$ cat src/common/utr_pkg.sv
/*
 upstream time-of-flight result register constants: offsets, widths, reset value.
 assumes one 16-bit register word per address on the register port.
*/
// Summary of operation
// - result registers are read-only and volatile; host writes are ignored
// - power-on reset clears every result register to zero
// - wave ratio: upper byte t1/t2, lower byte t2/ideal, 1.7 unsigned fixed point
// - ideal width is half the configured upstream launch period, computed by engine
// - first hit whole periods: 15-bit count of 4 MHz periods, max 7FFFh
// - first hit sub period: 16-bit fraction of one 4 MHz period
// - second hit uses integer then fraction registers in same formats
package utr_pkg;
	localparam int          ADDR_W            = 8;
	localparam int          DATA_W            = 16;
	localparam int          INT_W             = 15;
	localparam int          RATIO_W           = 8;
	localparam logic [7:0]  OFS_WAVE_RATIO    = 8'hc4;
	localparam logic [7:0]  OFS_HIT1_INT      = 8'hc5;
	localparam logic [7:0]  OFS_HIT1_FRAC     = 8'hc6;
	localparam logic [7:0]  OFS_HIT2_INT      = 8'hc7;
	localparam logic [7:0]  OFS_HIT2_FRAC     = 8'hc8;
	localparam logic [15:0] RESULT_RESET      = 16'h0000;
	localparam logic [15:0] UNMAPPED_READ     = 16'h0000;
endpackage

$ cat src/logic/utr_result_regs.sv
/*
 upstream tof result register bank: wave ratios and first/second hit times.
 assumes the measurement engine presents results with a one-cycle done pulse on core_clk,
 and the serial port decoder presents a read address and a write strobe on core_clk.
*/
`timescale 1ns/100ps
`default_nettype none
module utr_result_regs #(
	parameter int RATIO_W = utr_pkg::RATIO_W,
	parameter int INT_W   = utr_pkg::INT_W,
	parameter int DATA_W  = utr_pkg::DATA_W,
	parameter int ADDR_W  = utr_pkg::ADDR_W
) (
	// clock and reset
	input  wire logic               core_clk,
	input  wire logic               rst,
	// results from the measurement engine
	input  wire logic               meas_done,
	input  wire logic [RATIO_W-1:0] wave_ratio_first_second,
	input  wire logic [RATIO_W-1:0] wave_ratio_second_ideal,
	input  wire logic [INT_W-1:0]   first_hit_whole_periods_in,
	input  wire logic [DATA_W-1:0]  first_hit_sub_period_in,
	input  wire logic [INT_W-1:0]   second_hit_whole_periods_in,
	input  wire logic [DATA_W-1:0]  second_hit_sub_period_in,
	// register port
	input  wire logic [ADDR_W-1:0]  reg_addr,
	input  wire logic               reg_wr,
	input  wire logic [DATA_W-1:0]  reg_wdata,
	output logic      [DATA_W-1:0]  reg_rdata,
	output logic                    reg_hit
);
	// ==========================================================
	// result storage
	logic [DATA_W-1:0] wave_ratio_upstream_r, wave_ratio_upstream_nxt;
	logic [INT_W-1:0]  first_hit_whole_periods_r, first_hit_whole_periods_nxt;
	logic [DATA_W-1:0] first_hit_sub_period_r, first_hit_sub_period_nxt;
	logic [INT_W-1:0]  second_hit_whole_periods_r, second_hit_whole_periods_nxt;
	logic [DATA_W-1:0] second_hit_sub_period_r, second_hit_sub_period_nxt;
	logic [DATA_W-1:0] reg_rdata_nxt;
	logic              reg_hit_nxt;

	// ==========================================================
	// width guard and helpers
	// ratio bytes pack into one word and counts are padded, so the widths must fit that word
	if (2 * RATIO_W != DATA_W || INT_W >= DATA_W || ADDR_W < $bits(utr_pkg::OFS_WAVE_RATIO)) begin
		$error("utr_result_regs: width parameters do not fit the register word");
	end

	// integer registers read their unused top bits as zero
	function automatic logic [DATA_W-1:0] pad_int(input logic [INT_W-1:0] count);
		return DATA_W'(count);
	endfunction

	// the five result addresses; everything else reads as unmapped
	function automatic logic addr_mapped(input logic [ADDR_W-1:0] addr);
		return (addr == utr_pkg::OFS_WAVE_RATIO) || (addr == utr_pkg::OFS_HIT1_INT)
			|| (addr == utr_pkg::OFS_HIT1_FRAC) || (addr == utr_pkg::OFS_HIT2_INT)
			|| (addr == utr_pkg::OFS_HIT2_FRAC);
	endfunction

	// write data is deliberately unused: nothing here is host-writable
	always_comb begin
		wave_ratio_upstream_nxt      = wave_ratio_upstream_r;
		first_hit_whole_periods_nxt  = first_hit_whole_periods_r;
		first_hit_sub_period_nxt     = first_hit_sub_period_r;
		second_hit_whole_periods_nxt = second_hit_whole_periods_r;
		second_hit_sub_period_nxt    = second_hit_sub_period_r;
		if (meas_done) begin
			wave_ratio_upstream_nxt      = {wave_ratio_first_second, wave_ratio_second_ideal};
			first_hit_whole_periods_nxt  = first_hit_whole_periods_in;
			first_hit_sub_period_nxt     = first_hit_sub_period_in;
			second_hit_whole_periods_nxt = second_hit_whole_periods_in;
			second_hit_sub_period_nxt    = second_hit_sub_period_in;
		end
	end

	always_ff @(posedge core_clk) begin
		if (rst) begin
			wave_ratio_upstream_r      <= DATA_W'(utr_pkg::RESULT_RESET);
			first_hit_whole_periods_r  <= INT_W'(utr_pkg::RESULT_RESET);
			first_hit_sub_period_r     <= DATA_W'(utr_pkg::RESULT_RESET);
			second_hit_whole_periods_r <= INT_W'(utr_pkg::RESULT_RESET);
			second_hit_sub_period_r    <= DATA_W'(utr_pkg::RESULT_RESET);
		end else begin
			wave_ratio_upstream_r      <= wave_ratio_upstream_nxt;
			first_hit_whole_periods_r  <= first_hit_whole_periods_nxt;
			first_hit_sub_period_r     <= first_hit_sub_period_nxt;
			second_hit_whole_periods_r <= second_hit_whole_periods_nxt;
			second_hit_sub_period_r    <= second_hit_sub_period_nxt;
		end
	end

	// ==========================================================
	// read decode, registered; integer registers read their top bit as zero
	// unmapped reads answer zero with the hit flag low, so a hole is told apart from a zero result
	always_comb begin
		reg_hit_nxt = 1'b1;
		unique case (reg_addr)
			utr_pkg::OFS_WAVE_RATIO: reg_rdata_nxt = wave_ratio_upstream_r;
			utr_pkg::OFS_HIT1_INT:   reg_rdata_nxt = pad_int(first_hit_whole_periods_r);
			utr_pkg::OFS_HIT1_FRAC:  reg_rdata_nxt = first_hit_sub_period_r;
			utr_pkg::OFS_HIT2_INT:   reg_rdata_nxt = pad_int(second_hit_whole_periods_r);
			utr_pkg::OFS_HIT2_FRAC:  reg_rdata_nxt = second_hit_sub_period_r;
			default: begin
				reg_rdata_nxt = DATA_W'(utr_pkg::UNMAPPED_READ);
				reg_hit_nxt   = 1'b0;
			end
		endcase
	end

	always_ff @(posedge core_clk) begin
		if (rst) begin
			reg_rdata <= DATA_W'(utr_pkg::RESULT_RESET);
			reg_hit   <= 1'b0;
		end else begin
			reg_rdata <= reg_rdata_nxt;
			reg_hit   <= reg_hit_nxt;
		end
	end

	// ==========================================================
	// checks
	// results land one edge after the completion pulse; reads answer one edge after the address
	property p_write_ignored;
		@(posedge core_clk) disable iff (rst)
		(reg_wr && !meas_done) |=> $stable(wave_ratio_upstream_r)
			&& $stable(first_hit_whole_periods_r) && $stable(first_hit_sub_period_r)
			&& $stable(second_hit_whole_periods_r) && $stable(second_hit_sub_period_r);
	endproperty
	a_write_ignored: assert property (p_write_ignored) else $error("host write changed a result");

	property p_reset_clear;
		@(posedge core_clk) rst |=> wave_ratio_upstream_r == DATA_W'(utr_pkg::RESULT_RESET)
			&& first_hit_whole_periods_r == INT_W'(utr_pkg::RESULT_RESET)
			&& first_hit_sub_period_r == DATA_W'(utr_pkg::RESULT_RESET)
			&& second_hit_whole_periods_r == INT_W'(utr_pkg::RESULT_RESET)
			&& second_hit_sub_period_r == DATA_W'(utr_pkg::RESULT_RESET);
	endproperty
	a_reset_clear: assert property (p_reset_clear) else $error("result not cleared by reset");

	property p_reset_read;
		@(posedge core_clk) rst |=> reg_rdata == DATA_W'(utr_pkg::RESULT_RESET) && !reg_hit;
	endproperty
	a_reset_read: assert property (p_reset_read) else $error("read port not cleared by reset");

	property p_ratio_pack;
		@(posedge core_clk) disable iff (rst)
		meas_done |=> wave_ratio_upstream_r == {$past(wave_ratio_first_second), $past(wave_ratio_second_ideal)};
	endproperty
	a_ratio_pack: assert property (p_ratio_pack) else $error("wave ratio bytes misplaced");

	property p_ratio_read;
		@(posedge core_clk) disable iff (rst)
		(reg_addr == utr_pkg::OFS_WAVE_RATIO) |=> reg_rdata == $past(wave_ratio_upstream_r) && reg_hit;
	endproperty
	a_ratio_read: assert property (p_ratio_read) else $error("wave ratio read wrong");

	property p_hit1_load;
		@(posedge core_clk) disable iff (rst)
		meas_done |=> first_hit_whole_periods_r == $past(first_hit_whole_periods_in);
	endproperty
	a_hit1_load: assert property (p_hit1_load) else $error("first hit integer not captured");

	property p_hit1_int_read;
		@(posedge core_clk) disable iff (rst)
		(reg_addr == utr_pkg::OFS_HIT1_INT) |=> reg_rdata[DATA_W-1:INT_W] == '0
			&& reg_rdata[INT_W-1:0] == $past(first_hit_whole_periods_r) && reg_hit;
	endproperty
	a_hit1_int_read: assert property (p_hit1_int_read) else $error("first hit integer read wrong");

	property p_hit1_frac;
		@(posedge core_clk) disable iff (rst)
		meas_done ##1 (reg_addr == utr_pkg::OFS_HIT1_FRAC) |=> reg_rdata == $past(first_hit_sub_period_in, 2);
	endproperty
	a_hit1_frac: assert property (p_hit1_frac) else $error("first hit fraction read wrong");

	property p_hit1_frac_load;
		@(posedge core_clk) disable iff (rst)
		meas_done |=> first_hit_sub_period_r == $past(first_hit_sub_period_in);
	endproperty
	a_hit1_frac_load: assert property (p_hit1_frac_load) else $error("first hit fraction not captured");

	property p_hit1_frac_read;
		@(posedge core_clk) disable iff (rst)
		(reg_addr == utr_pkg::OFS_HIT1_FRAC) |=> reg_rdata == $past(first_hit_sub_period_r) && reg_hit;
	endproperty
	a_hit1_frac_read: assert property (p_hit1_frac_read) else $error("first hit fraction port wrong");

	property p_hit2;
		@(posedge core_clk) disable iff (rst)
		meas_done |=> second_hit_whole_periods_r == $past(second_hit_whole_periods_in)
			&& second_hit_sub_period_r == $past(second_hit_sub_period_in);
	endproperty
	a_hit2: assert property (p_hit2) else $error("second hit not captured");

	property p_hit2_int_read;
		@(posedge core_clk) disable iff (rst)
		(reg_addr == utr_pkg::OFS_HIT2_INT) |=> reg_rdata[DATA_W-1:INT_W] == '0
			&& reg_rdata[INT_W-1:0] == $past(second_hit_whole_periods_r) && reg_hit;
	endproperty
	a_hit2_int_read: assert property (p_hit2_int_read) else $error("second hit integer read wrong");

	property p_hit2_frac_read;
		@(posedge core_clk) disable iff (rst)
		(reg_addr == utr_pkg::OFS_HIT2_FRAC) |=> reg_rdata == $past(second_hit_sub_period_r) && reg_hit;
	endproperty
	a_hit2_frac_read: assert property (p_hit2_frac_read) else $error("second hit fraction read wrong");

	property p_hold;
		@(posedge core_clk) disable iff (rst)
		!meas_done |=> $stable(wave_ratio_upstream_r)
			&& $stable(first_hit_whole_periods_r) && $stable(first_hit_sub_period_r)
			&& $stable(second_hit_whole_periods_r) && $stable(second_hit_sub_period_r);
	endproperty
	a_hold: assert property (p_hold) else $error("result changed without completion");

	property p_unmapped;
		@(posedge core_clk) disable iff (rst)
		!addr_mapped(reg_addr) |=> !reg_hit && reg_rdata == DATA_W'(utr_pkg::UNMAPPED_READ);
	endproperty
	a_unmapped: assert property (p_unmapped) else $error("unmapped address answered");
endmodule
`default_nettype wire

$ cat config.mk
export PLATFORM = sky130hd
export DESIGN_NAME = utr_result_regs
export DESIGN_NICKNAME = d
export VERILOG_FILES = /design/src/common/utr_pkg.sv /design/src/logic/utr_result_regs.sv
export SDC_FILE = /design/constraint.sdc
export NUM_CORES = 1
export LEC_CHECK = 0
export ABC_AREA = 1
export BUFFER_PORTS_ARGS = -buffer_cell sky130_fd_sc_hd__buf_2
export CAP_MARGIN = 20
export CORE_UTILIZATION = 47
export CTS_CLUSTER_DIAMETER = 150
export DETAILED_ROUTE_END_ITERATION = 6
export PLACE_DENSITY = 0.75
export SLEW_MARGIN = 20
export SYNTH_ARGS = -nofsm -noshare
export SYNTH_HDL_FRONTEND = slang
export SYNTH_SLANG_ARGS = --single-unit
$ cat constraint.sdc
create_clock -name core_clk -period 2.5 [get_ports core_clk]
set_input_delay 0.625 -clock core_clk [delete_from_list [all_inputs] [get_ports core_clk]]
set_output_delay 0.625 -clock core_clk [all_outputs]
set_load 0.01 [all_outputs]
==> results of run 1 <==
==> sequential cells by signal (all words and copies together), names as in the netlist <==
signal,cells
reg_hit,1
second_hit_whole_periods_r,15
wave_ratio_upstream_r,16
reg_rdata,16
second_hit_sub_period_r,16
first_hit_whole_periods_r,15
first_hit_sub_period_r,16
==> power by group <==
part           internal, mW  switching (mW)  total, mW
clock network         0.373           0.560      0.933
registers              1.60          0.0374       1.64
logic                 0.113           0.173      0.286
total                  2.09           0.771       2.86
==> layout make-up <==
type,count,share of cell area
tap,102,0.02789
timing repair buffer,112,0.1318
multi-input combinational,369,0.3664
sequential,95,0.4156
clock buffer,9,0.02707
inverter,23,0.01887
clock inverter,7,0.01231
==> layout by cell type, fill, tap and decap left out, types with 2 or more instances in the layout <==
cell,n
sky130_fd_sc_hd__dfxtp_1,95
sky130_fd_sc_hd__o21ai_0,78
sky130_fd_sc_hd__o21ai_1,14
sky130_fd_sc_hd__buf_12,2
sky130_fd_sc_hd__inv_1,20
sky130_fd_sc_hd__buf_2,105
sky130_fd_sc_hd__nor2_1,160
sky130_fd_sc_hd__nand2_2,2
sky130_fd_sc_hd__inv_2,3
sky130_fd_sc_hd__nand2_1,13
sky130_fd_sc_hd__buf_4,5
sky130_fd_sc_hd__nor2_4,6
sky130_fd_sc_hd__nand3_1,81
sky130_fd_sc_hd__a21oi_1,14
sky130_fd_sc_hd__clkinvlp_4,3
sky130_fd_sc_hd__inv_6,2
sky130_fd_sc_hd__clkbuf_8,9
==> cell families after synthesis <==
group,after synthesis,synth area share
flip-flops,95,0.4919
AND/OR/NAND/NOR,263,0.2964
buffers and inverters,61,0.07443
AO/OA/AOI/OAI,106,0.1372
==> worst min-delay path, stage by stage (launching register included) <==
cell and delay [ns]:
sky130_fd_sc_hd__dfxtp_1 0.31, sky130_fd_sc_hd__inv_1 0.06, sky130_fd_sc_hd__a21oi_1 0.06
==> layer usage <==
metal  routed length (µm)  GRT usage  part of all wire  vias up
li1                     -          -                 -     1883
met5                    0          0                 0        -
met4                  104    0.05385             0.011        0
met1                 4476     0.3258              0.46     1643
met3                  565    0.05501             0.058        9
met2                 4549     0.3765              0.47      125
==> worst min-delay path by stage <==
| stage | endpoint | slack [ns] | cells after the start |
|---|---|---|---|
| 2_1_floorplan | second_hit_sub_period_r[5]$_SDFFE_PP0P_ | 0.43 | 2 |
| 3_3_place_gp | second_hit_sub_period_r[5]$_SDFFE_PP0P_ | 0.44 | 2 |
| 3_5_place_dp | second_hit_whole_periods_r[1]$_SDFFE_PP0P_ | 0.45 | 2 |
| 4_1_cts | second_hit_whole_periods_r[1]$_SDFFE_PP0P_ | 0.47 | 2 |
| 5_1_grt | second_hit_sub_period_r[4]$_SDFFE_PP0P_ | 0.45 | 3 |
| 6_report | second_hit_whole_periods_r[8]$_SDFFE_PP0P_ | 0.47 | 2 |
==> insert_results.sql, run 1 <==
INSERT INTO impl_metrics (metric_group, metric, value, unit) VALUES
('cells_and_area', 'final_design_area_no_fill', '4576', 'µm²'),
('cells_and_area', 'multi_input_area', '1677', 'µm²'),
('power_and_ir_drop', 'total_power', '2.857', 'mW'),
('setup_path', 'worst_setup_path_startpoint', 'reg_addr[4]', ''),
('setup_path', 'crit-reg2reg-launch', 'first_hit_sub_period_r[9]$_SDFFE_PP0P_', ''),
('timing', 'slew_headroom', '0.7078', ''),
('clock_tree', 'root_buffer', 'sky130_fd_sc_hd__clkbuf_8', ''),
('timing', 'timing.hold.ws', '0.4683', 'ns'),
('hold_path', 'hold_path.startpoint', 'second_hit_whole_periods_r[8]$_SDFFE_PP0P_', ''),
('placement', 'detailedPlace.worstSlack', '0.6457', 'ns'),
('drt', 'route.detailed.drc', '0', ''),
('placement', 'portBuffers', '105', ''),
('timing', 'max_freq', '670.6', 'MHz'),
('power_and_ir_drop', 'total_leakage_power', '2.075', 'nW'),
('setup_path', 'reg2reg_depth', '4', ''),
('setup_path', 'timing.critical_path.to', 'reg_rdata[4]$_SDFF_PP0_', ''),
('global_routing', 'overflow', '0', ''),
('cells_and_area', 'postLayoutCoreUtil', '0.5831', ''),
('drt', 'routed-via-count', '3660', ''),
('placement', 'globalplace.congestion', '0.7954', ''),
('setup_path', 'critical_path.cell_chain', 'buf_2 > inv_1 > nand2_1 > nor2_4 > buf_12 > nand3_1 > nand3_1 > nor2_1 > nor2_1', ''),
('drt', 'detailedRoute.firstIterationViolations', '192', ''),
('floorplanning', 'core_region_area', '7848', 'µm²'),
('setup_path', 'timing.critical_path.fanout_max', '35', ''),
('clock_tree', 'cts.hold.buffers_added', '0', ''),
('clock_tree', 'worst_skew_pair.late_latency', '0.36', 'ns'),
('timing', 'rsz0062_at_grt', 'false', ''),
('synthesis', 'synth-main-ff-cell', 'sky130_fd_sc_hd__dfxtp_1', ''),
('synthesis', 'netlist_area', '3866', 'µm²'),
('timing', 'final_max_slew_viol_count', '0', ''),
('placement', 'dpl.hpwl', '6674', 'µm'),
('floorplanning', 'initial_utilization', '0.4927', ''),
('setup_path', 'critical-path-top-delay-family', 'simple AND/OR/NAND/NOR gates', ''),
('synthesis', 'yosys-top-cells-count', 'sky130_fd_sc_hd__nor2_1, sky130_fd_sc_hd__dfxtp_1, sky130_fd_sc_hd__nand3_1', ''),
('drt', 'drt_wl_total', '9696', 'µm'),
('timing', 'fin_tns_setup', '0', 'ns'),
('power_and_ir_drop', 'power_density', '624.4', 'nW/µm²'),
('clock_tree', 'cts-buffers-inserted', '9', ''),
('cells_and_area', 'area_delta_synth_final', '18.35', '%'),
('synthesis', 'synth_most_common_cell', 'sky130_fd_sc_hd__nor2_1', ''),
('setup_path', 'critical_path_class', 'in2reg', ''),
('setup_path', 'worst_setup_path_start_kind', 'primary input', ''),
('floorplanning', 'num_rows', '32', ''),
('setup_path', 'worstSetupPathDepth', '9', ''),
('timing', 'worst-slew-pin-transition', '0.4372', 'ns'),
('run_status', 'run_status', 'finished clean', ''),
('setup_path', 'endpoint_kind', 'flip-flop', ''),
('cells_and_area', 'final_net_count', '716', ''),
('hold_path', 'min-delay-path-class', 'reg2reg', ''),
('drt', 'average_wire_per_standard_cell', '13.52', 'µm'),
('floorplanning', 'die-height', '92.70', 'µm'),
('synthesis', 'yosys.area.top_type', 'sky130_fd_sc_hd__dfxtp_1', ''),
('clock_tree', 'post_cts.repair.setup_buffers', '0', ''),
('synthesis', 'synth.ff_latch_count', '95', ''),
('drt', 'drt.antenna.violating_nets', '0', ''),
('synthesis', 'synth_enable_flop_cells', '0', ''),
('cells_and_area', 'stdcell_count', '717', ''),
('timing', 'fin_skew', '0.006614', 'ns'),
('global_routing', 'grt_first_pass_wirelength', '15890', 'µm'),
('cells_and_area', 'antennaDiodeCount', '0', ''),
('setup_path', 'required_time_of_the_critical_path', '2.80', 'ns'),
('setup_path', 'slowest_delay', '0.29', 'ns'),
('timing', 'fin_ws', '1.009', 'ns'),
('clock_tree', 'clock_tree.buffer_depth', '2', ''),
('timing', 'finalHoldViolCount', '0', ''),
('synthesis', 'synthesis.instances', '525', ''),
('global_routing', 'grt_usage', '0.2365', ''),
('clock_tree', 'clock_tree_from_tritoncts', 'yes', ''),
('placement', 'dpl-instance-area', '4395', 'µm²'),
('setup_path', 'path_buf_inv', '3', ''),
('floorplanning', 'die-area', '8592', 'µm²');
No activity file was read; power rests on OpenSTA's default activity.
==> inputs of run 2 (changes only) <==
- clock period: 2.5 -> 1.5 ns (I/O delays scaled with it)
==> run 2 against run 1 <==
Effect of this change:
- hold slack worse by 0.24 ns
- critical path depth decreased by 8
- worst setup slack worse by 0.71 ns
- sequential power is 66% higher
- combinational power is 82% higher
- utilization is 3.3 points higher
- clock skew is 0.0029 ns higher
- critical path type is now reg2out
==> insert_results.sql, run 2 (synthesis gave the netlist of run 1 again) <==
INSERT INTO impl_metrics (metric_group, metric, value, unit) VALUES
('run_status', 'run_status', 'finished clean', ''),
('drt', 'detailedRoute.firstIterationViolations', '176', ''),
('timing', 'rsz0062_at_grt', 'false', ''),
('setup_path', 'required_time_of_the_critical_path', '1.12', 'ns'),
('clock_tree', 'cts.hold.buffers_added', '0', ''),
('cells_and_area', 'final_net_count', '724', ''),
('timing', 'fin_tns_setup', '0', 'ns'),
('clock_tree', 'cts.clk_slew.worst_paths', '0.10', 'ns'),
('floorplanning', 'initial_utilization', '0.4927', ''),
('power_and_ir_drop', 'peakVddDrop', '641.0', 'µV'),
('timing', 'setup_viol', '0', ''),
('setup_path', 'timing.critical_path.fanout_max', '1', ''),
('global_routing', 'antenna_found_initial', '0', ''),
('clock_tree', 'cts-buffers-inserted', '9', ''),
('power_and_ir_drop', 'p_sw', '1.243', 'mW'),
('floorplanning', 'die-area', '8592', 'µm²'),
('timing', 'fin_ws', '0.3003', 'ns'),
('clock_tree', 'clkSinkCount', '95', ''),
('clock_tree', 'post_cts.repair.setup_buffers', '0', ''),
('timing', 'finalHoldViolCount', '0', ''),
('floorplanning', 'die-height', '92.70', 'µm'),
('timing', 'fin_skew', '0.009528', 'ns'),
('cells_and_area', 'fillers', '727', ''),
('global_routing', 'grt_start_max_net_pins', '65', ''),
('placement', 'detailedPlace.worstSlack', '0.03300', 'ns'),
('setup_path', 'critical_path_class', 'reg2out', ''),
('drt', 'routed-via-count', '3694', ''),
('cells_and_area', 'fraction_of_final_layout_cells_with_drive_strength_greater_than_1', '0.2376', ''),
('drt', 'average_via_count_per_standard_cell', '5.095', ''),
('floorplanning', 'chipWidth', '92.70', 'µm'),
('cells_and_area', 'antennaDiodeCount', '0', ''),
('timing', 'slew_headroom', '0.8239', ''),
('clock_tree', 'worst_skew_pair.late_latency', '0.36', 'ns'),
('hold_path', 'min-delay-path-class', 'in2reg', ''),
('global_routing', 'first_global_vias', '3327', ''),
('flow_run', 'maxCapViolCount', '0', ''),
('power_and_ir_drop', 'switching_share', '0.2423', ''),
('global_routing', 'grt_usage', '0.2402', ''),
('drt', 'route.detailed.drc', '0', ''),
('timing', 'timing.hold.ws', '0.2268', 'ns'),
('cells_and_area', 'area_delta_synth_final', '25.02', '%'),
('setup_path', 'critical_path.cell_chain', 'buf_2', ''),
('power_and_ir_drop', 'p_comb_frac', '0.101', ''),
('timing', 'final_period_minus_worst_setup_slack', '1.200', 'ns'),
('setup_path', 'critical-path-top-delay-family', 'flip-flops', ''),
('power_and_ir_drop', 'sequentialPowerShare', '0.533', ''),
('setup_path', 'cp_max_stage_cell', 'sky130_fd_sc_hd__dfxtp_1', ''),
('drt', 'average_wire_per_standard_cell', '13.50', 'µm'),
('floorplanning', 'num_rows', '32', ''),
('drt', 'drt_wl_total', '9787', 'µm'),
('timing', 'final_max_slew_viol_count', '0', ''),
('timing', 'max_freq', '833.5', 'MHz'),
('placement', 'dpl.hpwl', '6653', 'µm'),
('timing', 'worst-slew-pin-transition', '0.2614', 'ns'),
('setup_path', 'slowest_delay', '0.34', 'ns'),
('cells_and_area', 'mostFrequentLayoutCells', 'sky130_fd_sc_hd__nor2_1, sky130_fd_sc_hd__buf_2, sky130_fd_sc_hd__dfxtp_1, sky130_fd_sc_hd__nand3_1, sky130_fd_sc_hd__o21ai_0', ''),
('power_and_ir_drop', 'pwr-share-clk', '0.366', ''),
('global_routing', 'grt_first_pass_wirelength', '16070', 'µm'),
('clock_tree', 'cts_resized', '0', ''),
('cells_and_area', 'register_area', '1902', 'µm²'),
('floorplanning', 'core_region_area', '7848', 'µm²'),
('clock_tree', 'clock_tree.buffer_depth', '2', ''),
('drt', 'drt.antenna.violating_nets', '0', ''),
('clock_tree', 'root_buffer', 'sky130_fd_sc_hd__clkbuf_8', ''),
('setup_path', 'path_buf_inv', '1', ''),
('setup_path', 'worst_setup_path_start_kind', 'flip-flop', ''),
('cells_and_area', 'layout_commonest_cell', 'sky130_fd_sc_hd__nor2_1', ''),
('placement', 'portBuffers', '105', ''),
('clock_tree', 'clock_tree_from_tritoncts', 'yes', ''),
('timing', 'timing.final.crit_share', '0.7998', ''),
('drt', 'dr.pass1.iters', '4', ''),
('placement', 'dpl-instance-area', '4606', 'µm²'),
('setup_path', 'endpoint_kind', 'output pin', ''),
('power_and_ir_drop', 'total_leakage_power', '2.188', 'nW'),
('power_and_ir_drop', 'internal-power', '3.885', 'mW'),
('global_routing', 'overflow', '0', ''),
('cells_and_area', 'multi_input_area', '1677', 'µm²'),
('power_and_ir_drop', 'power_density', '1061', 'nW/µm²'),
('cells_and_area', 'final_design_area_no_fill', '4833', 'µm²'),
('setup_path', 'worst-endpoint-arrival', '0.82', 'ns'),
('clock_tree', 'h-tree-depth', '3', ''),
('floorplanning', 'design.portCount', '123', ''),
('placement', 'globalplace.congestion', '0.7965', '');
run 2: changes by cell type in the layout (fill, tap and decap cells not counted), sizes merged:
cell	delta
clkbuf	+1
clkinvlp	-2
buf	+8
bufinv	+2
inv	-1
run 2: cell type report:
class | instances | share of cell area
Multi-Input combinational cell | 369 | 0.3469
Clock buffer | 10 | 0.02848
Tap cell | 102 | 0.02640
Clock inverter | 6 | 0.01864
Sequential cell | 95 | 0.3935
Timing Repair Buffer | 120 | 0.1683
Inverter | 23 | 0.01786
run 2: worst paths after layout:
path | start | end | slack, ns | cells after the start
hold / removal | first_hit_sub_period_in[9] | first_hit_sub_period_r[9]$_SDFFE_PP0P_ | 0.23 | 3
setup / recovery | reg_rdata[13]$_SDFF_PP0_ | reg_rdata[13] | 0.30 | 1
setup reg to reg | second_hit_sub_period_r[4]$_SDFFE_PP0P_ | reg_rdata[4]$_SDFF_PP0_ | 0.67 | 4
hold reg to reg | second_hit_sub_period_r[5]$_SDFFE_PP0P_ | second_hit_sub_period_r[5]$_SDFFE_PP0P_ | 0.46 | 2
run 2: routing by layer:
| metal | global-route usage | part of all wire | vias up |
|---|---|---|---|
| met4 | 0.04359 | 0.0032 | 0 |
| met1 | 0.3251 | 0.45 | 1670 |
| met3 | 0.06486 | 0.071 | 2 |
| li1 | - | - | 1900 |
| met2 | 0.3883 | 0.47 | 122 |
| met5 | 0 | 0 | - |
run 2: tightest hold or removal path, stage by stage:
cell,delay [ns]
sky130_fd_sc_hd__buf_2,0.08
sky130_fd_sc_hd__nor2_1,0.04
sky130_fd_sc_hd__nor2_1,0.08
run 2: through the flow:
step	std cells	total power, mW	util
floorplan	525	3.063	-
global placement	709	3.289	0.5869
detailed placement	709	3.305	0.5869
CTS	725	5.159	0.6159
global route	725	5.362	0.6159
finish	725	5.128	0.6159
run 2: power groups by stage:
| stage | sequential, mW | clock [mW] | combinational (mW) |
|---|---|---|---|
| after floorplan | 2.77 | 0 | 0.293 |
| after global placement | 2.78 | 0 | 0.505 |
| after detailed placement | 2.79 | 0 | 0.517 |
| after CTS | 2.73 | 1.91 | 0.522 |
| after global routing | 2.75 | 2.03 | 0.588 |
| final | 2.73 | 1.88 | 0.520 |
==> inputs of run 3 (changes only) <==
- CORE_UTILIZATION: 47 -> 46
- PLACE_DENSITY: 0.75 -> 0.76
- clock period: 1.5 -> 1.1 ns (I/O delays scaled with it)
==> run 3 against run 2 <==
Effect of this change:
- first-iteration DRC count shrank 8.0%
- utilization shrank 0.66 points
- critical path depth is the same
- critical path type unchanged
- largest power group unchanged
==> insert_results.sql, run 3 (synthesis gave the netlist of run 1 again) <==
INSERT INTO impl_metrics (metric_group, metric, value, unit) VALUES
('drt', 'detailedRoute.firstIterationViolations', '162', ''),
('global_routing', 'grt_usage', '0.2420', ''),
('power_and_ir_drop', 'power_density', '1416', 'nW/µm²'),
('hold_path', 'holdPathStages', '3', ''),
('setup_path', 'required_time_of_the_critical_path', '0.82', 'ns'),
('placement', 'numPlacedInstances', '720', ''),
('floorplanning', 'design.portCount', '123', ''),
('timing', 'timing.hold.ws', '0.1388', 'ns'),
('cells_and_area', 'area_delta_synth_final', '28.84', '%'),
('hold_path', 'hold_path.startpoint', 'second_hit_whole_periods_in[5]', ''),
('floorplanning', 'die-area', '8775', 'µm²'),
('timing', 'worst-slew-pin-transition', '0.2170', 'ns'),
('timing', 'setup_viol', '0', ''),
('placement', 'dpl-instance-area', '4669', 'µm²'),
('floorplanning', 'initial_utilization', '0.4729', ''),
('global_routing', 'antenna_found_initial', '0', ''),
('setup_path', 'critical-path-top-delay-family', 'flip-flops', ''),
('drt', 'route.detailed.drc', '0', ''),
('clock_tree', 'clock_tree.buffer_depth', '2', ''),
('timing', 'max_freq', '923.5', 'MHz'),
('drt', 'average_wire_per_standard_cell', '13.67', 'µm'),
('cells_and_area', 'fillers', '738', ''),
('floorplanning', 'core_region_area', '8175', 'µm²'),
('placement', 'dpl.hpwl', '6975', 'µm'),
('cells_and_area', 'mostFrequentLayoutCells', 'sky130_fd_sc_hd__nor2_1, sky130_fd_sc_hd__buf_2, sky130_fd_sc_hd__dfxtp_1, sky130_fd_sc_hd__nand3_1, sky130_fd_sc_hd__o21ai_0', ''),
('cells_and_area', 'antennaDiodeCount', '0', ''),
('power_and_ir_drop', 'total_leakage_power', '2.262', 'nW'),
('setup_path', 'timing.critical_path.fanout_max', '1', ''),
('cells_and_area', 'register_area', '1916', 'µm²'),
('cells_and_area', 'multi_input_area', '1682', 'µm²'),
('setup_path', 'worst_r2r_endpoint', 'reg_rdata[4]$_SDFF_PP0_', ''),
('setup_path', 'path_buf_inv', '1', ''),
('drt', 'dr.pass1.iters', '4', ''),
('timing', 'fin_skew', '0.005970', 'ns'),
('power_and_ir_drop', 'sequentialPowerShare', '0.528', ''),
('floorplanning', 'num_rows', '33', ''),
('setup_path', 'crit-reg2reg-launch', 'second_hit_whole_periods_r[4]$_SDFFE_PP0P_', ''),
('setup_path', 'critical_path.cell_chain', 'buf_6', ''),
('placement', 'portBuffers', '105', ''),
('power_and_ir_drop', 'pwr-share-clk', '0.368', ''),
('power_and_ir_drop', 'peakVddDrop', '722.1', 'µV'),
('setup_path', 'critical_path_class', 'reg2out', ''),
('cells_and_area', 'postLayoutCoreUtil', '0.6093', ''),
('setup_path', 'worst_setup_path_start_kind', 'flip-flop', ''),
('cells_and_area', 'final_design_area_no_fill', '4981', 'µm²'),
('flow_run', 'maxCapViolCount', '0', ''),
('clock_tree', 'post_cts.repair.setup_buffers', '0', ''),
('clock_tree', 'h-tree-depth', '3', ''),
('global_routing', 'first_global_vias', '3519', ''),
('timing', 'final_period_minus_worst_setup_slack', '1.083', 'ns'),
('power_and_ir_drop', 'switching_share', '0.2330', ''),
('cells_and_area', 'layout_commonest_cell', 'sky130_fd_sc_hd__nor2_1', ''),
('global_routing', 'grt_start_max_net_pins', '65', ''),
('setup_path', 'cp_max_stage_cell', 'sky130_fd_sc_hd__dfxtp_2', ''),
('clock_tree', 'cts.clk_slew.worst_paths', '0.09', 'ns'),
('floorplanning', 'chipWidth', '93.68', 'µm'),
('timing', 'rsz0062_at_grt', 'true', ''),
('clock_tree', 'cts-buffers-inserted', '9', ''),
('timing', 'timing.final.crit_share', '0.9844', ''),
('cells_and_area', 'final_net_count', '732', ''),
('power_and_ir_drop', 'p_comb_frac', '0.104', ''),
('hold_path', 'whs_endpoint', 'second_hit_whole_periods_r[5]$_SDFFE_PP0P_', ''),
('floorplanning', 'die-height', '93.68', 'µm'),
('drt', 'drt.antenna.violating_nets', '0', ''),
('clock_tree', 'clkSinkCount', '95', ''),
('global_routing', 'grt_first_pass_wirelength', '16350', 'µm'),
('clock_tree', 'cts.hold.buffers_added', '0', ''),
('clock_tree', 'worst_skew_pair.late_latency', '0.35', 'ns'),
('placement', 'globalplace.congestion', '0.8484', ''),
('timing', 'final_max_slew_viol_count', '0', ''),
('global_routing', 'overflow', '0', ''),
('cells_and_area', 'stdcell_count', '735', ''),
('power_and_ir_drop', 'p_sw', '1.644', 'mW'),
('hold_path', 'min-delay-path-class', 'in2reg', ''),
('power_and_ir_drop', 'internal-power', '5.411', 'mW'),
('drt', 'routed-via-count', '3789', ''),
('setup_path', 'slowest_delay', '0.36', 'ns'),
('cells_and_area', 'fraction_of_final_layout_cells_with_drive_strength_greater_than_1', '0.2635', ''),
('setup_path', 'worst-endpoint-arrival', '0.81', 'ns'),
('run_status', 'run_status', 'finished clean', ''),
('timing', 'slew_headroom', '0.8538', ''),
('drt', 'drt_wl_total', '10050', 'µm'),
('timing', 'fin_tns_setup', '0', 'ns'),
('drt', 'average_via_count_per_standard_cell', '5.155', ''),
('clock_tree', 'clock_tree_from_tritoncts', 'yes', ''),
('timing', 'finalHoldViolCount', '0', ''),
('setup_path', 'reg2reg_setup_slack', '0.23', 'ns'),
('setup_path', 'reg2reg_depth', '4', ''),
('clock_tree', 'root_buffer', 'sky130_fd_sc_hd__clkbuf_8', ''),
('setup_path', 'endpoint_kind', 'output pin', '');
==> run 3: area by class of cell <==
type,count,share of cell area
clock buffer,12,0.03316
clock inverter,3,0.01306
inverter,23,0.01733
multi-input combinational,369,0.3376
sequential,95,0.3846
tap,105,0.02638
timing repair buffer,128,0.1879
==> run 3: worst max-delay path by stage <==
stage | to | startpoint | depth (start not counted) | slack (ns)
finish | reg_rdata[13] | reg_rdata[13]$_SDFF_PP0_ | 1 | 0.02
global route | reg_rdata[4]$_SDFF_PP0_ | reg_addr[4] | 9 | -0.01
CTS | reg_rdata[14] | reg_rdata[14]$_SDFF_PP0_ | 1 | 0.001
detailed placement | reg_rdata[13]$_SDFF_PP0_ | reg_addr[4] | 9 | -0.25
global placement | reg_rdata[6]$_SDFF_PP0_ | reg_addr[4] | 9 | -0.21
floorplan | reg_rdata[12]$_SDFF_PP0_ | reg_addr[4] | 9 | 0.01
==> run 3: through the flow <==
stage               total power, mW  worst slack, ns
floorplan                     4.177          0.01271
global placement              4.503          -0.2059
detailed placement            4.527          -0.2532
CTS                           7.082         0.001436
global route                  7.354         -0.01293
finish                        7.054          0.01715
==> run 3: worst min-delay path, cell delays in order <==
cell and delay, ns:
sky130_fd_sc_hd__buf_2 0.08, sky130_fd_sc_hd__nor2_1 0.03, sky130_fd_sc_hd__nor2_1 0.08
==> run 3: power by group through the flow <==
| stage | Clock (mW) | Combinational, mW | Sequential [mW] |
|---|---|---|---|
| after detailed placement | 0 | 0.724 | 3.80 |
| final | 2.60 | 0.732 | 3.72 |
| after global routing | 2.78 | 0.828 | 3.75 |
| after CTS | 2.63 | 0.733 | 3.72 |
| after floorplan | 0 | 0.400 | 3.78 |
| after global placement | 0 | 0.707 | 3.80 |
==> run 3: metal layers <==
layer | vias to the layer above | wire (µm) | global-route usage
li1 | 1914 | - | -
met1 | 1713 | 4449 | 0.3215
met2 | 143 | 4694 | 0.3817
met3 | 19 | 711 | 0.06068
met4 | 0 | 195 | 0.08462
met5 | - | 0 | 0
==> run 3: what timing repair did <==
| action | CTS | global route |
|---|---|---|
| setup endpoints to repair | 2 | 13 |
| endpoints found under the hold margin | 0 | 0 |
| gates resized for setup | 3 | 19 |
